## config.mk

```make
export PLATFORM = sky130hd
export DESIGN_NAME = msc_top
export DESIGN_NICKNAME = d
export VERILOG_FILES = /design/src/rtl/msc_sync2.v /design/src/rtl/msc_irq.v /design/src/rtl/msc_top.v
export VERILOG_INCLUDE_DIRS = /design/src /design/src/rtl
export SDC_FILE = /design/constraint.sdc
export NUM_CORES = 1
export LEC_CHECK = 0
export ABC_AREA = 1
export BUFFER_PORTS_ARGS = -buffer_cell sky130_fd_sc_hd__buf_2
export CAP_MARGIN = 20
export CELL_PAD_IN_SITES_DETAIL_PLACEMENT = 0
export CELL_PAD_IN_SITES_GLOBAL_PLACEMENT = 1
export CORE_MARGIN = 2
export CORE_UTILIZATION = 43
export CTS_BUF_LIST = sky130_fd_sc_hd__clkbuf_4 sky130_fd_sc_hd__clkbuf_8
export DETAILED_ROUTE_END_ITERATION = 7
export HOLD_SLACK_MARGIN = 0.08
export PLACE_DENSITY_LB_ADDON = 0.1
export SLEW_MARGIN = 15
export SYNTH_ARGS = -nofsm -noshare
export SYNTH_HDL_FRONTEND = slang
export SYNTH_SLANG_ARGS = --single-unit
```

## constraint.sdc

```tcl
create_clock -name clk_i -period 2.8 [get_ports clk_i]
set_clock_uncertainty 0.05 [all_clocks]
set_input_delay 0.56 -clock clk_i [delete_from_list [all_inputs] [get_ports clk_i]]
set_output_delay 0.56 -clock clk_i [all_outputs]
set_load 0.01 [all_outputs]
```

## src/rtl/msc_defs.vh

```
// Constants for the memory scan address control block
`ifndef MSC_DEFS_VH
`define MSC_DEFS_VH

// ----------------------------------------------------------------------
// Register byte addresses
// ----------------------------------------------------------------------
`define MSC_ADDR_CTRL     8'h00
`define MSC_ADDR_CUR_HI   8'h04
`define MSC_ADDR_CUR_LO   8'h08
`define MSC_ADDR_END_HI   8'h0C
`define MSC_ADDR_END_LO   8'h10
`define MSC_ADDR_IRQ_STAT 8'h14
`define MSC_ADDR_IRQ_MASK 8'h18

// ----------------------------------------------------------------------
// Control register fields
// ----------------------------------------------------------------------
`define MSC_CTRL_EN    7
`define MSC_CTRL_GO    6
`define MSC_CTRL_BUSY  5
`define MSC_CTRL_INVAL 4
`define MSC_CTRL_INTERRUPT_MANAGE_SELECT  3
`define MSC_CTRL_RESET 8'h00
`define MSC_ADDR_RESET 16'h0000
`define MSC_END_RESET  16'h0000

// ----------------------------------------------------------------------
// Access modes
// ----------------------------------------------------------------------
`define MSC_MODE_CONC  2'b00
`define MSC_MODE_BURST 2'b01
`define MSC_MODE_PEEK  2'b10
`define MSC_MODE_TRIG  2'b11

// ----------------------------------------------------------------------
// Interrupt status bits
// ----------------------------------------------------------------------
`define MSC_IRQ_DONE  0
`define MSC_IRQ_INVAL 1
`define MSC_IRQ_WORD  2

// ----------------------------------------------------------------------
// AXI responses
// ----------------------------------------------------------------------
`define MSC_RESP_OKAY   2'b00
`define MSC_RESP_SLVERR 2'b10

`endif

```

## src/rtl/msc_sync2.v

```verilog
// Two-flop synchroniser for a single level
`timescale 1ns/1ps
module msc_sync2 (
	input  wire clk_i,
	input  wire rstn_i,
	input  wire d_i,
	output wire q_o
);
	reg meta_q;
	reg sync_q;

	always @(posedge clk_i or negedge rstn_i) begin
		if (!rstn_i) begin
			meta_q <= 1'b0;
			sync_q <= 1'b0;
		end else begin
			meta_q <= d_i;
			sync_q <= meta_q;
		end
	end

	assign q_o = sync_q;
endmodule // msc_sync2

```

## src/rtl/msc_irq.v

```verilog
// Sticky interrupt status with write-one-to-clear and mask
`timescale 1ns/1ps
module msc_irq (
	input  wire       clk_i,
	input  wire       rstn_i,
	input  wire [2:0] event_i,
	input  wire [2:0] clear_i,
	input  wire       mask_we_i,
	input  wire [2:0] mask_wdata_i,
	output wire [2:0] status_o,
	output wire [2:0] mask_o,
	output wire       irq_o
);
	reg [2:0] status_q;
	reg [2:0] mask_q;

	// ------------------------------------------------------------------
	// Status and mask
	// ------------------------------------------------------------------
	// Set beats clear so an event in the clearing cycle is kept
	always @(posedge clk_i or negedge rstn_i) begin
		if (!rstn_i) begin
			status_q <= 3'h0;
			mask_q   <= 3'h0;
		end else begin
			status_q <= (status_q & ~clear_i) | event_i;
			if (mask_we_i) begin
				mask_q <= mask_wdata_i;
			end
		end
	end

	assign status_o = status_q;
	assign mask_o   = mask_q;
	assign irq_o    = |(status_q & mask_q);
endmodule // msc_irq

```

## src/rtl/msc_top.v

```verilog
// Memory scan address control with AXI4-Lite registers
// What this block does
// - Keeps 16-bit current address in two bytes, increments after each fetch
// - Flags address invalid once scanning passes the last memory word
// - Ignores writes to either current address byte while go reads one
// - Clears go when current passes end address and no cycle is running
// - Busy reads one during a scanner cycle, zero otherwise
// - Mode 10 peek, 01 burst, 00 concurrent; burst stalls the processor
// - Interrupt manage bit masks go during interrupts, resumes afterwards
// - Concurrent or triggered without manage bit keeps fetching in interrupts
`timescale 1ns/1ps
`include "msc_defs.vh"
module msc_top (
	input  wire        clk_i,
	input  wire        rstn_i,
	// AXI4-Lite slave
	input  wire [7:0]  s_axi_awaddr,
	input  wire        s_axi_awvalid,
	output wire        s_axi_awready,
	input  wire [31:0] s_axi_wdata,
	input  wire [3:0]  s_axi_wstrb,
	input  wire        s_axi_wvalid,
	output wire        s_axi_wready,
	output wire [1:0]  s_axi_bresp,
	output wire        s_axi_bvalid,
	input  wire        s_axi_bready,
	input  wire [7:0]  s_axi_araddr,
	input  wire        s_axi_arvalid,
	output wire        s_axi_arready,
	output wire [31:0] s_axi_rdata,
	output wire [1:0]  s_axi_rresp,
	output wire        s_axi_rvalid,
	input  wire        s_axi_rready,
	// Processor interrupt state and stall
	input  wire        cpu_in_irq_i,
	output wire        cpu_stall_o,
	// Memory read port, one-cycle latency
	output wire        mem_rd_o,
	output wire [15:0] mem_addr_o,
	input  wire [13:0] mem_rdata_i,
	// Checksum client
	input  wire        client_ready_i,
	output wire        client_valid_o,
	output wire [13:0] client_data_o,
	// Interrupt
	output wire        irq_o
);
	// ------------------------------------------------------------------
	// State machine
	// ------------------------------------------------------------------
	localparam [1:0] ST_IDLE  = 2'd0;
	localparam [1:0] ST_FETCH = 2'd1;
	localparam [1:0] ST_SEND  = 2'd2;

	// Limit is one past 0x3FFF, the last valid word
	localparam [15:0] MEM_WORDS = 16'h4000;

	reg        en_q;
	reg        go_q;
	reg        interrupt_manage_select_q;
	reg [1:0]  mode_q;
	reg [15:0] cur_q;
	reg [15:0] end_q;
	reg [1:0]  st_q;
	reg [13:0] data_q;
	reg        valid_q;

	reg        aw_got_q;
	reg        w_got_q;
	reg [7:0]  aw_q;
	reg [31:0] w_q;
	reg [3:0]  ws_q;
	reg        bvalid_q;
	reg [1:0]  bresp_q;
	reg        rvalid_q;
	reg [31:0] rdata_q;
	reg [1:0]  rresp_q;

	wire       in_irq;
	wire [2:0] irq_stat;
	wire [2:0] irq_mask;
	wire       do_write;
	wire       wr_lane0;
	wire       irq_clr_we;
	wire       irq_mask_we;
	wire       ctrl_we;
	wire       cur_hi_we;
	wire       cur_lo_we;
	wire       end_hi_we;
	wire       end_lo_we;

	reg [1:0]  st_d;
	reg [31:0] rdata_d;
	reg [1:0]  rresp_d;

	function is_mapped;
		input [7:0] a;
		begin
			is_mapped = (a == `MSC_ADDR_CTRL) || (a == `MSC_ADDR_CUR_HI) ||
				(a == `MSC_ADDR_CUR_LO) || (a == `MSC_ADDR_END_HI) ||
				(a == `MSC_ADDR_END_LO) || (a == `MSC_ADDR_IRQ_STAT) ||
				(a == `MSC_ADDR_IRQ_MASK);
		end
	endfunction

	msc_sync2 u_irq_sync (
		.clk_i  (clk_i),
		.rstn_i (rstn_i),
		.d_i    (cpu_in_irq_i),
		.q_o    (in_irq)
	);

	// ------------------------------------------------------------------
	// Effective go and fetch conditions
	// ------------------------------------------------------------------
	// Manage bit suppresses go in interrupts, stored bit is untouched
	wire go_eff = en_q && go_q && !(interrupt_manage_select_q && in_irq);
	wire past_end = cur_q > end_q;
	wire invalid = cur_q >= MEM_WORDS;
	wire busy = (st_q != ST_IDLE);
	wire start = go_eff && (st_q == ST_IDLE) && !past_end && !invalid &&
		client_ready_i && !valid_q;
	wire done_evt = go_q && !busy && (past_end || invalid);

	assign mem_rd_o   = start;
	assign mem_addr_o = cur_q;
	assign client_valid_o = valid_q;
	assign client_data_o  = data_q;
	// Burst holds the processor for the whole scan; peek stalls per fetch
	assign cpu_stall_o = en_q && go_q && !(interrupt_manage_select_q && in_irq) &&
		((mode_q == `MSC_MODE_BURST) ||
		((mode_q == `MSC_MODE_PEEK) && busy));

	// ------------------------------------------------------------------
	// AXI write path
	// ------------------------------------------------------------------
	assign s_axi_awready = !aw_got_q && !bvalid_q;
	assign s_axi_wready  = !w_got_q && !bvalid_q;
	assign s_axi_bvalid  = bvalid_q;
	assign s_axi_bresp   = bresp_q;
	assign do_write = aw_got_q && w_got_q && !bvalid_q;
	assign wr_lane0 = do_write && ws_q[0] && is_mapped(aw_q);
	assign irq_clr_we  = wr_lane0 && (aw_q == `MSC_ADDR_IRQ_STAT);
	assign irq_mask_we = wr_lane0 && (aw_q == `MSC_ADDR_IRQ_MASK);
	assign ctrl_we     = wr_lane0 && (aw_q == `MSC_ADDR_CTRL);
	// Current address is locked while go reads one
	assign cur_hi_we   = wr_lane0 && !go_q &&
		(aw_q == `MSC_ADDR_CUR_HI);
	assign cur_lo_we   = wr_lane0 && !go_q &&
		(aw_q == `MSC_ADDR_CUR_LO);
	assign end_hi_we   = wr_lane0 && (aw_q == `MSC_ADDR_END_HI);
	assign end_lo_we   = wr_lane0 && (aw_q == `MSC_ADDR_END_LO);

	always @(posedge clk_i or negedge rstn_i) begin
		if (!rstn_i) begin
			aw_got_q <= 1'b0;
			w_got_q  <= 1'b0;
			aw_q     <= 8'h00;
			w_q      <= 32'h0000_0000;
			ws_q     <= 4'h0;
			bvalid_q <= 1'b0;
			bresp_q  <= `MSC_RESP_OKAY;
		end else begin
			if (s_axi_awvalid && s_axi_awready) begin
				aw_got_q <= 1'b1;
				aw_q     <= s_axi_awaddr;
			end
			if (s_axi_wvalid && s_axi_wready) begin
				w_got_q <= 1'b1;
				w_q     <= s_axi_wdata;
				ws_q    <= s_axi_wstrb;
			end
			if (do_write) begin
				aw_got_q <= 1'b0;
				w_got_q  <= 1'b0;
				bvalid_q <= 1'b1;
				bresp_q  <= is_mapped(aw_q) ? `MSC_RESP_OKAY :
					`MSC_RESP_SLVERR;
			end else if (bvalid_q && s_axi_bready) begin
				bvalid_q <= 1'b0;
			end
		end
	end

	// ------------------------------------------------------------------
	// Control register
	// ------------------------------------------------------------------
	always @(posedge clk_i or negedge rstn_i) begin
		if (!rstn_i) begin
			en_q   <= 1'b0;
			go_q   <= 1'b0;
			interrupt_manage_select_q <= 1'b0;
			mode_q <= `MSC_MODE_CONC;
		end else begin
			if (ctrl_we) begin
				en_q   <= w_q[`MSC_CTRL_EN];
				go_q   <= w_q[`MSC_CTRL_GO];
				interrupt_manage_select_q <= w_q[`MSC_CTRL_INTERRUPT_MANAGE_SELECT];
				mode_q <= w_q[1:0];
			end
			// Hardware clear is the only way go falls on its own
			if (done_evt) begin
				go_q <= 1'b0;
			end
		end
	end

	// ------------------------------------------------------------------
	// Current and end address
	// ------------------------------------------------------------------
	// Loads and fetches never meet: loads need go low, fetches need it high
	always @(posedge clk_i or negedge rstn_i) begin
		if (!rstn_i) begin
			cur_q <= `MSC_ADDR_RESET;
			end_q <= `MSC_END_RESET;
		end else begin
			if (cur_hi_we) begin
				cur_q[15:8] <= w_q[7:0];
			end
			if (cur_lo_we) begin
				cur_q[7:0] <= w_q[7:0];
			end
			if (start) begin
				cur_q <= cur_q + 16'h0001;
			end
			if (end_hi_we) begin
				end_q[15:8] <= w_q[7:0];
			end
			if (end_lo_we) begin
				end_q[7:0] <= w_q[7:0];
			end
		end
	end

	// ------------------------------------------------------------------
	// Scanner state machine
	// ------------------------------------------------------------------
	always @* begin
		st_d = st_q;
		case (st_q)
		ST_IDLE: begin
			if (start) begin
				st_d = ST_FETCH;
			end
		end
		ST_FETCH: begin
			st_d = ST_SEND;
		end
		ST_SEND: begin
			if (!valid_q || client_ready_i) begin
				st_d = ST_IDLE;
			end
		end
		default: begin
			st_d = ST_IDLE;
		end
		endcase
		// Disable drops any half-done cycle but keeps the registers
		if (!en_q) begin
			st_d = ST_IDLE;
		end
	end

	always @(posedge clk_i or negedge rstn_i) begin
		if (!rstn_i) begin
			st_q    <= ST_IDLE;
			data_q  <= 14'h0000;
			valid_q <= 1'b0;
		end else begin
			st_q <= st_d;
			if (!en_q) begin
				valid_q <= 1'b0;
			end else if (st_q == ST_FETCH) begin
				data_q  <= mem_rdata_i;
				valid_q <= 1'b1;
			end else if (valid_q && client_ready_i) begin
				valid_q <= 1'b0;
			end
		end
	end

	msc_irq u_irq (
		.clk_i        (clk_i),
		.rstn_i       (rstn_i),
		.event_i      ({(st_q == ST_FETCH), invalid && go_q, done_evt}),
		.clear_i      (irq_clr_we ? w_q[2:0] : 3'h0),
		.mask_we_i    (irq_mask_we),
		.mask_wdata_i (w_q[2:0]),
		.status_o     (irq_stat),
		.mask_o       (irq_mask),
		.irq_o        (irq_o)
	);

	// ------------------------------------------------------------------
	// AXI read path
	// ------------------------------------------------------------------
	assign s_axi_arready = !rvalid_q;
	assign s_axi_rvalid  = rvalid_q;
	assign s_axi_rdata   = rdata_q;
	assign s_axi_rresp   = rresp_q;

	// Unmapped reads return zero with an error response
	always @* begin
		rresp_d = is_mapped(s_axi_araddr) ? `MSC_RESP_OKAY :
			`MSC_RESP_SLVERR;
		case (s_axi_araddr)
		`MSC_ADDR_CTRL: begin
			rdata_d = {24'h00_0000, en_q, go_q, busy, invalid,
				interrupt_manage_select_q, 1'b0, mode_q};
		end
		`MSC_ADDR_CUR_HI: begin
			rdata_d = {24'h00_0000, cur_q[15:8]};
		end
		`MSC_ADDR_CUR_LO: begin
			rdata_d = {24'h00_0000, cur_q[7:0]};
		end
		`MSC_ADDR_END_HI: begin
			rdata_d = {24'h00_0000, end_q[15:8]};
		end
		`MSC_ADDR_END_LO: begin
			rdata_d = {24'h00_0000, end_q[7:0]};
		end
		`MSC_ADDR_IRQ_STAT: begin
			rdata_d = {29'h0000_0000, irq_stat};
		end
		`MSC_ADDR_IRQ_MASK: begin
			rdata_d = {29'h0000_0000, irq_mask};
		end
		default: begin
			rdata_d = 32'h0000_0000;
		end
		endcase
	end

	always @(posedge clk_i or negedge rstn_i) begin
		if (!rstn_i) begin
			rvalid_q <= 1'b0;
			rdata_q  <= 32'h0000_0000;
			rresp_q  <= `MSC_RESP_OKAY;
		end else if (s_axi_arvalid && s_axi_arready) begin
			rvalid_q <= 1'b1;
			rdata_q  <= rdata_d;
			rresp_q  <= rresp_d;
		end else if (rvalid_q && s_axi_rready) begin
			rvalid_q <= 1'b0;
		end
	end
endmodule // msc_top

```

# == Yosys cells after proc, flatten, opt, wreduce, memory -nomap -nowiden ==
# Index checks and enable logic that the tools add are counted.
# totals
regBits,119
input_bits,75
out_inout_bits,75
word_cells,147
# op_classes
add_sub_neg,1
reduce_logical,72
eq_ne,19
magnitude_cmp,2
n_bitwise,4
muxes,24
# ops
cell,count
$pmux 8 s7,1
$eq 8x5->1 const B,6
$logic_and 1x1->1,33
$eq 8x4->1 const B,4
$add 16x1->16 const B,1
$eq 8x3->1 const B,2
$ge 16x15->1 const B,1
$gt 16x16->1,1
$logic_not 8->1,2
$mux 16,1
$mux 8,2
$reduce_bool 2->1,8
$logic_or 1x1->1,15
$mux 1,13
$logic_not 1->1,10
$mux 2,5
$and 3x3->3,2
$ne 3x3->1 const B,2
$pmux 2 s3,1
$eq 2x1->1 const B,2
$eq 2x2->1 const B,2
$reduce_and 2->1,2
$mux 3,1
$ne 3x1->1 const B,1
other kinds (4),4

# == Depth between registers and ports, before layout ==
# Gate-level depths: netlist (run 1).
# logic_depth
word_depth,13
mapped_depth,16

# == Cells and area by module ==
# A second synthesis (run 1) with hierarchy kept.
# unflattened
hier_cells,634
area_unflattened_um2,5241.3
# modules_own_cells
mod,seq_area_each_um2,instances,area_per_inst_um2,cells_each
msc_top,2127.0,1,4953.5,607
msc_irq,150.1,1,237.7,25
msc_sync2,50.0,1,50.0,2

# == Worst setup path after synthesis (run 1) ==
# Ideal clock, no wire load.
# synth_path
path_kind,register -> output
from,register cur_q[7] (netlist: mem_addr_o[7])
to,output mem_rd_o
path_buffers,0
t_arrival_ns,1.500
t_required_ns,2.190
path_slack_ns,0.690
stages_incl_launch_ff,10
cell_sequence,dfrtp_1 ha_1 a21o_1 nor2_1 nand2_1 nand2_1 nand2_1 nand2_1 nand3_2 inv_2
# synth_via
elab_chain_len,6
word_cells_on_any_way,8
classes_between,order compare: 2; reduce/logical: 6
# synth_rtl
item,line,text
"start, declared",msc_top.v:62,reg [15:0] cur_q;
"start signal, assigned",msc_top.v:214,cur_q <= `MSC_ADDR_RESET;
"start signal, assigned",msc_top.v:221,cur_q[7:0] <= w_q[7:0];
"start signal, assigned",msc_top.v:224,cur_q <= cur_q + 16'h0001;
$gt 16x16->1,msc_top.v:118,wire past_end = cur_q > end_q;
$logic_not 1->1,msc_top.v:121,wire start = go_eff && (st_q == ST_IDLE) && !past_end && !invalid &&
$logic_and 1x1->1,msc_top.v:121,
$logic_and 1x1->1 * (2 in series),msc_top.v:121,
$logic_and 1x1->1 *,msc_top.v:122,client_ready_i && !valid_q;
"end, declared",msc_top.v:38,"output wire mem_rd_o,"
# Every way passes the cells marked *; elsewhere a longest branch is shown, timed or not.

# == Worst setup path in the final report (run 1) ==
# layout_path
from,register st_q[1]
to,output mem_rd_o
# layout_via
elab_chain_len,6
# layout_rtl
item,line,text
"start, declared",msc_top.v:64,reg [1:0] st_q;
"start signal, assigned",msc_top.v:270,st_q <= st_d;
$logic_not 2->1,msc_top.v:121,
$logic_and 1x1->1 (4 in series),msc_top.v:121,
$logic_and 1x1->1,msc_top.v:122,
# No other way between the ends.

==> results of run 1 <==
==> per-layer routing <==
layer | vias up | routed length [um] | GRT usage (%)
met2 | 163 | 6455 | 36.33
met5 | - | 0 | 0
met3 | 13 | 748 | 3.188
li1 | 2168 | - | -
met4 | 0 | 213 | 7.967
met1 | 2018 | 6331 | 29.65
==> final cells by class <==
type | instances | area [um2] | share of cell area, %
clock buffers | 10 | 131.4 | 2.180
clock inverters | 6 | 70.07 | 1.163
inverters | 72 | 272.8 | 4.526
multi-input cells | 426 | 2424 | 40.21
flip-flops and latches | 93 | 2330 | 38.65
well taps | 147 | 183.9 | 3.052
repair buffers | 112 | 615.6 | 10.21
==> worst min path at each step <==
stage                                 from                   endpoint  slack, ns  depth (start not counted)
3_3_place_gp   u_irq_sync.meta_q$_DFF_PN0_   u_irq_sync.q_o$_DFF_PN0_       0.28                          0
3_5_place_dp   u_irq_sync.meta_q$_DFF_PN0_   u_irq_sync.q_o$_DFF_PN0_       0.29                          0
5_1_grt                             rstn_i  mem_addr_o[7]$_DFFE_PN0P_       0.19                          2
6_report                            rstn_i  mem_addr_o[7]$_DFFE_PN0P_       0.15                          2
2_1_floorplan                       rstn_i       aw_got_q$_DFFE_PN0P_       0.21                          0
4_1_cts                             rstn_i  mem_addr_o[5]$_DFFE_PN0P_       0.18                          2
==> sequential cells by signal (all words and copies together) (netlist names), 3 cells and up <==
name	cells
s_axi_rdata	8
client_data_o	14
w_q	8
mem_addr_o	16
u_irq.status_o	3
aw_q	8
end_q	16
u_irq.mask_o	3
==> stage by stage <==
step | setup TNS (ns) | power, mW
after floorplan | 0 | 2.076
after global placement | 0 | 2.269
after detailed placement | 0 | 2.290
after CTS | 0 | 3.249
after global routing | -0.008672 | 3.395
final | 0 | 3.196
==> cell families after synthesis <==
family,synth area share (%)
compound gates,9.891
simple gates,24.84
xor+xnor,2.201
buf+inv,10.21
mux,3.700
fa+ha+maj,4.111
flops,44.98
other cells,0.07248
==> power breakdown <==
group | switching (mW) | internal (mW) | total (mW)
Clock | 0.515 | 0.433 | 0.949
Combinational | 0.419 | 0.191 | 0.610
Sequential | 0.134 | 1.50 | 1.64
Total | 1.07 | 2.13 | 3.20
==> what timing repair did <==
item	in CTS	in global routing
hold buffers	0	0
gates resized for setup	0	6
setup endpoints to repair	0	1
==> layout by cell type (no fill, tap or decap), types with 2 or more instances in the layout <==
master    instances
o22ai_1          10
nand2_2           4
a21oi_1          20
nand3_1          57
inv_6             3
nand2_4           2
clkbuf_8          9
inv_1            64
o221ai_1          2
xor2_1           10
dfrtp_2           2
buf_4            16
nor3_1            7
conb_1           26
nor2_4            4
nor2_1           44
o21ai_2          16
nand3_2           4
dfrtp_1          91
xnor2_1           3
mux2_2           17
buf_2            95
ha_1             17
inv_2             7
nand4_1          13
nor2_2            2
o21ai_0          28
nand4_2           2
nor3_2            3
nand2_1         124
o211ai_1          3
==> worst reg2reg max path: stages (launching register included) <==
cell     delay, ns
dfrtp_1       0.43
nor2_2        0.24
inv_1         0.10
nor4_2        0.28
buf_4         0.27
nand3_2       0.11
buf_4         0.23
nand3_1       0.15
nand3_1       0.08
==> results.cfg, run 1 <==
[status]
status = complete, no violations

[routing]
wire_per_inst_um = 15.87
drt_pre_antenna_iters = 7
detail-route-antenna-nets = 0
wirelength_um = 13750
num_vias = 4362
drtIter0Drc = 330
routed_via_density = 5.037
drc = 0

[logic_synthesis]
synth.distinct_cells = 38
syn_area_per_cell_um2 = 8.580
yosys_warnings = 0
synth_most_common_cell = nand2_1
synthFlopType = dfrtp_1
synthArstFlopShare_pct = 100.0
synth_commonest_cells = nand2_1, dfrtp_1, inv_1
ys_ff_latch = 93
synth_edf_count = 0
synth_top_area_share_pct = 44.98
syn_area_um2 = 5174
synth_top_cell_by_area = dfrtp_1
ys_seq_area_share_pct = 44.98
synth_area_leaders = dfrtp_1, nand2_1, nand3_1, inv_1, ha_1
synthesis.instances = 603

[place]
dp.cells = 850
place_area_um2 = 5812
place_ws_ns = 0.4354
hpwl_um = 10420
gp_congestion = 0.8825
io_buffers = 96

[die]
dieArea_um2 = 12930
die-width_um = 113.7
start_util_pct = 43.62
rows = 40
core_um2 = 11860
io-pin-count = 150
fp.dieH_um = 113.7

[critical_path]
startpoint_type = flip-flop
arrival_ns = 2.06
crit_type = flip-flop to output pin
cp.required_ns = 2.19
regToRegSetupSlack_ns = 0.75
setup.worst_path.start = st_q[1]$_DFFE_PN0P_
crit_buf_inv = 4
r2r-start = st_q[1]$_DFFE_PN0P_
path_cells = nor2_2, inv_1, nor4_2, buf_4, nand3_2, inv_2, buf_2
path_max_fanout = 11
cpPeakStageDelay_ns = 0.43
cp-end-kind = output pin
crit_family = buffers and inverters
rr_worst_depth = 8
critPathCapture = mem_rd_o
cpMaxStageDelayCell = dfrtp_1
r2r-end = mem_addr_o[7]$_DFFE_PN0P_
crit_cells = 7

[timing]
fmax_mhz = 373.9
setup_viol = 0
fin_crit_sh_pct = 95.53
finalWorstSetupSlack_ns = 0.1252
min_period_ns = 2.675
hold_viol_final = 0
drv_slew = 0
holdWs_ns = 0.1528
tightestPinTransition_ns = 0.5949
maxSlewHeadroom_pct = 60.25

[cts]
cts-root-buf = clkbuf_8
cts_tree = yes
cts_buffers = 9
clk-insertion-delay-late_ns = 0.37
post-cts-setup-buffers = 0
htreeDepth = 3
clock_tree.buffer_depth = 2
clk_pin_slew_ns = 0.09
cts_sinks = 93

[global_routing]
track_usage_pct = 21.99
grt_pass1_vias = 4165
grt_antenna_before_repair = 0
grt_pass1_wl_um = 21660
grt_start_max_net_pins = 94
grt_overflow_total = 0

[final_layout]
nNetsFinal = 806
fin_area_um2 = 6027
final_util_pct = 50.81
fillers = 1196
syn_to_final_growth_pct = 16.49
final-instance-count-excl-fill = 866
drive_above_1_share_pct = 27.26
antennaDiodeCount = 0

[power]
power.density_nw_per_um2 = 530.2
ir_drop_uv = 492.0
p_leak_nw = 3.074

[job]
cap_viol_max_count = 0

[hold_path]
hold_class = primary input to asynchronous set/reset pin
No activity file was read; power rests on OpenSTA's default activity.
==> run 2: changes to the inputs <==
- BUFFER_PORTS_ARGS: -buffer_cell sky130_fd_sc_hd__buf_2 -> default
- CORE_UTILIZATION: 43 -> 52
- DONT_BUFFER_PORTS: default -> 1
==> results.cfg, run 2 (synthesized netlist as in run 1, its figures left out) <==
[power]
p_leak_nw = 2.682
power.density_nw_per_um2 = 570.0
power_mw = 3.155
ir_drop_uv = 604.5

[timing]
setup_viol = 0
rsz0062_at_grt = no
fmax_mhz = 380.9
hold_viol_final = 0
min_period_ns = 2.626
tightestPinTransition_ns = 0.5894
finalWorstSetupSlack_ns = 0.1745
drv_slew = 0
maxSlewHeadroom_pct = 60.61
setup_tns_ns = 0
fin_crit_sh_pct = 93.77

[cts]
cts_sinks = 93
cts_buffers = 9
cts-root-buf = clkbuf_8
clk_pin_slew_ns = 0.09
cts_tree = yes
htreeDepth = 3
clock_tree.buffer_depth = 2
clk-insertion-delay-late_ns = 0.37

[job]
cap_viol_max_count = 0

[final_layout]
layout_common_cells = nand2_1, dfrtp_1, inv_1, nand3_1, nor2_1
nNetsFinal = 709
antennaDiodeCount = 0
syn_to_final_growth_pct = 6.989
drive_above_1_share_pct = 14.95
layout_commonest_cell = nand2_1
fillers = 945

[global_routing]
grt_pass1_wl_um = 20600
track_usage_pct = 24.61
grt_antenna_before_repair = 0
grt_start_max_net_pins = 94
grt_overflow_total = 0
grt_pass1_vias = 3878

[routing]
drc = 0
wire_per_inst_um = 16.88
num_vias = 4068
routed_via_density = 5.388
detail-route-antenna-nets = 0
wirelength_um = 12740
drtIter0Drc = 248
drt_pre_antenna_iters = 4

[die]
core_um2 = 9729
start_util_pct = 53.18
fp.dieH_um = 103.7
rows = 36
io-pin-count = 150
dieArea_um2 = 10760
die-width_um = 103.7

[place]
gp_congestion = 0.9718
hpwl_um = 9694
io_buffers = 0
place_ws_ns = 0.5446

[critical_path]
cp-end-kind = output pin
crit_type = flip-flop to output pin
cp.required_ns = 2.19
startpoint_type = flip-flop
path_max_fanout = 6
r2r-start = mem_addr_o[15]$_DFFE_PN0P_
arrival_ns = 2.02
setup.worst_path.start = mem_addr_o[15]$_DFFE_PN0P_

[hold_path]
min_from = cpu_in_irq_i
hold_class = primary input to flip-flop

[status]
status = complete, no violations
[run 2: cell types whose count changed in the layout (fill, tap and decap cells not counted), moves of 2 or more]
cell,change
buf_2,-95
dfrtp_1,+2
clkbuf_8,+2
dfrtp_2,-2
buf_4,-3
[run 2: per-stage QoR]
step           util [%]  instance area (um2)  instances  hold slack [ns]
6_report          56.89                 5535        755           0.1651
4_1_cts           56.84                 5530        755           0.1428
3_5_place_dp      54.23                 5276        737           0.2167
2_1_floorplan         -                 5268        628           0.2144
5_1_grt           56.89                 5535        755           0.1386
3_3_place_gp      54.23                 5276        737           0.2165
[run 2: final cells by class]
type	count	area, um2	area share (%)
flip-flops and latches	93	2327	42.04
clock buffers	11	151.4	2.735
inverters	72	272.8	4.928
multi-input cells	426	2417	43.67
clock inverters	5	65.06	1.175
repair buffers	15	135.1	2.441
well taps	133	166.4	3.006
[run 2: worst max-delay path, stage by stage, from the launching register on]
cell     delay (ns)
dfrtp_1        0.51
ha_1           0.36
nand2_1        0.10
nor3_2         0.24
nand3_1        0.10
nand2_1        0.11
nand3_2        0.08
inv_2          0.15
[run 2: power by group]
group	leakage, nW	switching [mW]	internal [mW]
combinational	1.42	0.382	0.140
clock	0.111	0.499	0.473
sequential	1.15	0.157	1.50
total	2.68	1.04	2.12
[run 2: final timing paths]
path / cells after the start / to / slack [ns]
max in group asynchronous: 2 / client_data_o[9]$_DFFE_PN0P_ / 1.60
worst max register to register: 10 / mem_addr_o[2]$_DFFE_PN0P_ / 0.69
worst min-delay path: 0 / u_irq_sync.meta_q$_DFF_PN0_ / 0.17
worst max-delay path: 7 / mem_rd_o / 0.17
min in group asynchronous: 2 / s_axi_rdata[7]$_DFFE_PN0P_ / 0.67
worst min register to register: 0 / u_irq_sync.q_o$_DFF_PN0_ / 0.31
[run 2: timing repair]
| action | CTS | global route |
|---|---|---|
| endpoints found under the hold margin | 93 | 0 |
| setup endpoints to repair | 0 | 1 |
| hold buffers | 2 | 0 |
| setup buffers | 0 | 0 |
| resized for setup | 0 | 1 |
[run 2: metal layers]
| layer | part of all wire, % | GRT usage [%] | vias to the layer above |
|---|---|---|---|
| li1 | - | - | 1965 |
| met1 | 44 | 33.96 | 1911 |
| met2 | 46 | 39.12 | 173 |
| met3 | 7.3 | 4.091 | 19 |
| met4 | 2.3 | 9.363 | 0 |
| met5 | 0 | 0 | - |
==> run 3: changes to the inputs <==
- CORE_ASPECT_RATIO: default -> 1.5
==> results.cfg, run 3 (synthesized netlist as in run 1, its figures left out) <==
[critical_path]
arrival_ns = 2.09
cpPeakStageDelay_ns = 0.54
startpoint_type = flip-flop
path_max_fanout = 6
cp.required_ns = 2.19
cp-end-kind = output pin
crit_buf_inv = 2
regToRegSetupSlack_ns = 0.62
crit_type = flip-flop to output pin
cpMaxStageDelayCell = nor4_2
crit_family = simple AND/OR/NAND/NOR gates
path_cells = nor2_1, inv_1, nor4_2, nand3_2, inv_2

[place]
io_buffers = 0
dp.cells = 723
hpwl_um = 10030
gp_congestion = 0.9043

[global_routing]
grt_start_max_net_pins = 94
grt_antenna_before_repair = 0
grt_pass1_wl_um = 20590
grt_pass1_vias = 4111
track_usage_pct = 24.90
grt_overflow_total = 0

[final_layout]
antennaDiodeCount = 0
nNetsFinal = 713
final-instance-count-excl-fill = 741
layout_common_cells = nand2_1, dfrtp_1, inv_1, nand3_1, nor2_1
layout_commonest_cell = nand2_1
syn_to_final_growth_pct = 6.481
drive_above_1_share_pct = 15.34
fillers = 947

[cts]
cts_buffers = 9
post-cts-setup-buffers = 0
cts-root-buf = clkbuf_8
htreeDepth = 3
clk-insertion-delay-late_ns = 0.37
cts_sinks = 93
clock_tree.buffer_depth = 2
clk_pin_slew_ns = 0.10
cts_tree = yes

[routing]
drtIter0Drc = 227
drc = 0
detail-route-antenna-nets = 0
routed_via_density = 5.447
wirelength_um = 12840
wire_per_inst_um = 17.33
num_vias = 4036
drt_pre_antenna_iters = 4

[die]
rows = 44
io-pin-count = 150
core_um2 = 9689
fp.dieH_um = 126.2
die-width_um = 85.45
dieArea_um2 = 10780
start_util_pct = 53.40

[hold_path]
hold_class = primary input to flip-flop

[timing]
drv_slew = 0
fin_crit_sh_pct = 96.36
hold_viol_final = 0
min_period_ns = 2.698
tightestPinTransition_ns = 0.5988
fmax_mhz = 370.6
maxSlewHeadroom_pct = 59.75
setup_viol = 0
rsz0062_at_grt = no
setup_tns_ns = 0

[power]
ir_drop_uv = 481.3
power.density_nw_per_um2 = 552.9
p_leak_nw = 2.678

[status]
status = complete, no violations

[job]
cap_viol_max_count = 0
## run 3: cell types whose count changed in the layout (fill, tap and decap cells not counted)
cell        before  now
nor3_2           3    2
nor3_1           7    8
clkinv_4         1    2
bufinv_16        1    0
inv_6            3    2
clkinvlp_4       0    1
clkbuf_4         0    1
buf_4           13   17
clkbuf_8        11   10
## run 3: layer usage
layer / track usage [%] / share of wire, % / up-vias
met2: 43.80 / 51 / 139
met1: 28.25 / 38 / 1889
met3: 4.784 / 5.5 / 34
li1: - / - / 1974
met4: 12.79 / 5.0 / 0
met5: 0 / 0 / -
## run 3: worst paths after layout
kind,start,endpoint,cells after the start
setup / recovery,st_q[1]$_DFFE_PN0P_,mem_rd_o,5
hold / removal,cpu_in_irq_i,u_irq_sync.meta_q$_DFF_PN0_,0
setup reg to reg,st_q[1]$_DFFE_PN0P_,mem_addr_o[13]$_DFFE_PN0P_,7
hold reg to reg,u_irq_sync.meta_q$_DFF_PN0_,u_irq_sync.q_o$_DFF_PN0_,0
max in group asynchronous,rstn_i,end_q[2]$_DFFE_PN0P_,2
min in group asynchronous,rstn_i,mem_addr_o[1]$_DFFE_PN0P_,2
## run 3: layout make-up
class | instances | area, um2 | area share, %
clock inverters | 5 | 42.54 | 0.7722
well taps | 115 | 143.9 | 2.612
clock buffers | 11 | 145.1 | 2.635
repair buffers | 19 | 165.2 | 2.998
inverters | 72 | 272.8 | 4.951
multi-input cells | 426 | 2412 | 43.79
flip-flops and latches | 93 | 2327 | 42.24
## run 3: metrics by stage
step	power, mW	instance area, um2	utilization, %	hold WS (ns)	worst slack, ns
floorplan	2.076	5268	-	0.2144	0.6896
global placement	2.166	5284	54.53	0.2163	0.5621
detailed placement	2.186	5284	54.53	0.2162	0.5594
CTS	3.084	5509	56.86	0.1459	0.1355
global route	3.214	5509	56.86	0.1442	0.02645
finish	3.046	5509	56.86	0.1646	0.1019
## run 3: report_power, final
part | total (mW) | switching [mW] | internal, mW
logic | 0.537 | 0.397 | 0.140
registers | 1.64 | 0.139 | 1.50
clock network | 0.867 | 0.500 | 0.367
total | 3.05 | 1.04 | 2.01
## run 3: what timing repair did
action	in CTS	in global routing
hold endpoints to repair	93	0
resized for setup	0	0
hold buffers	2	0
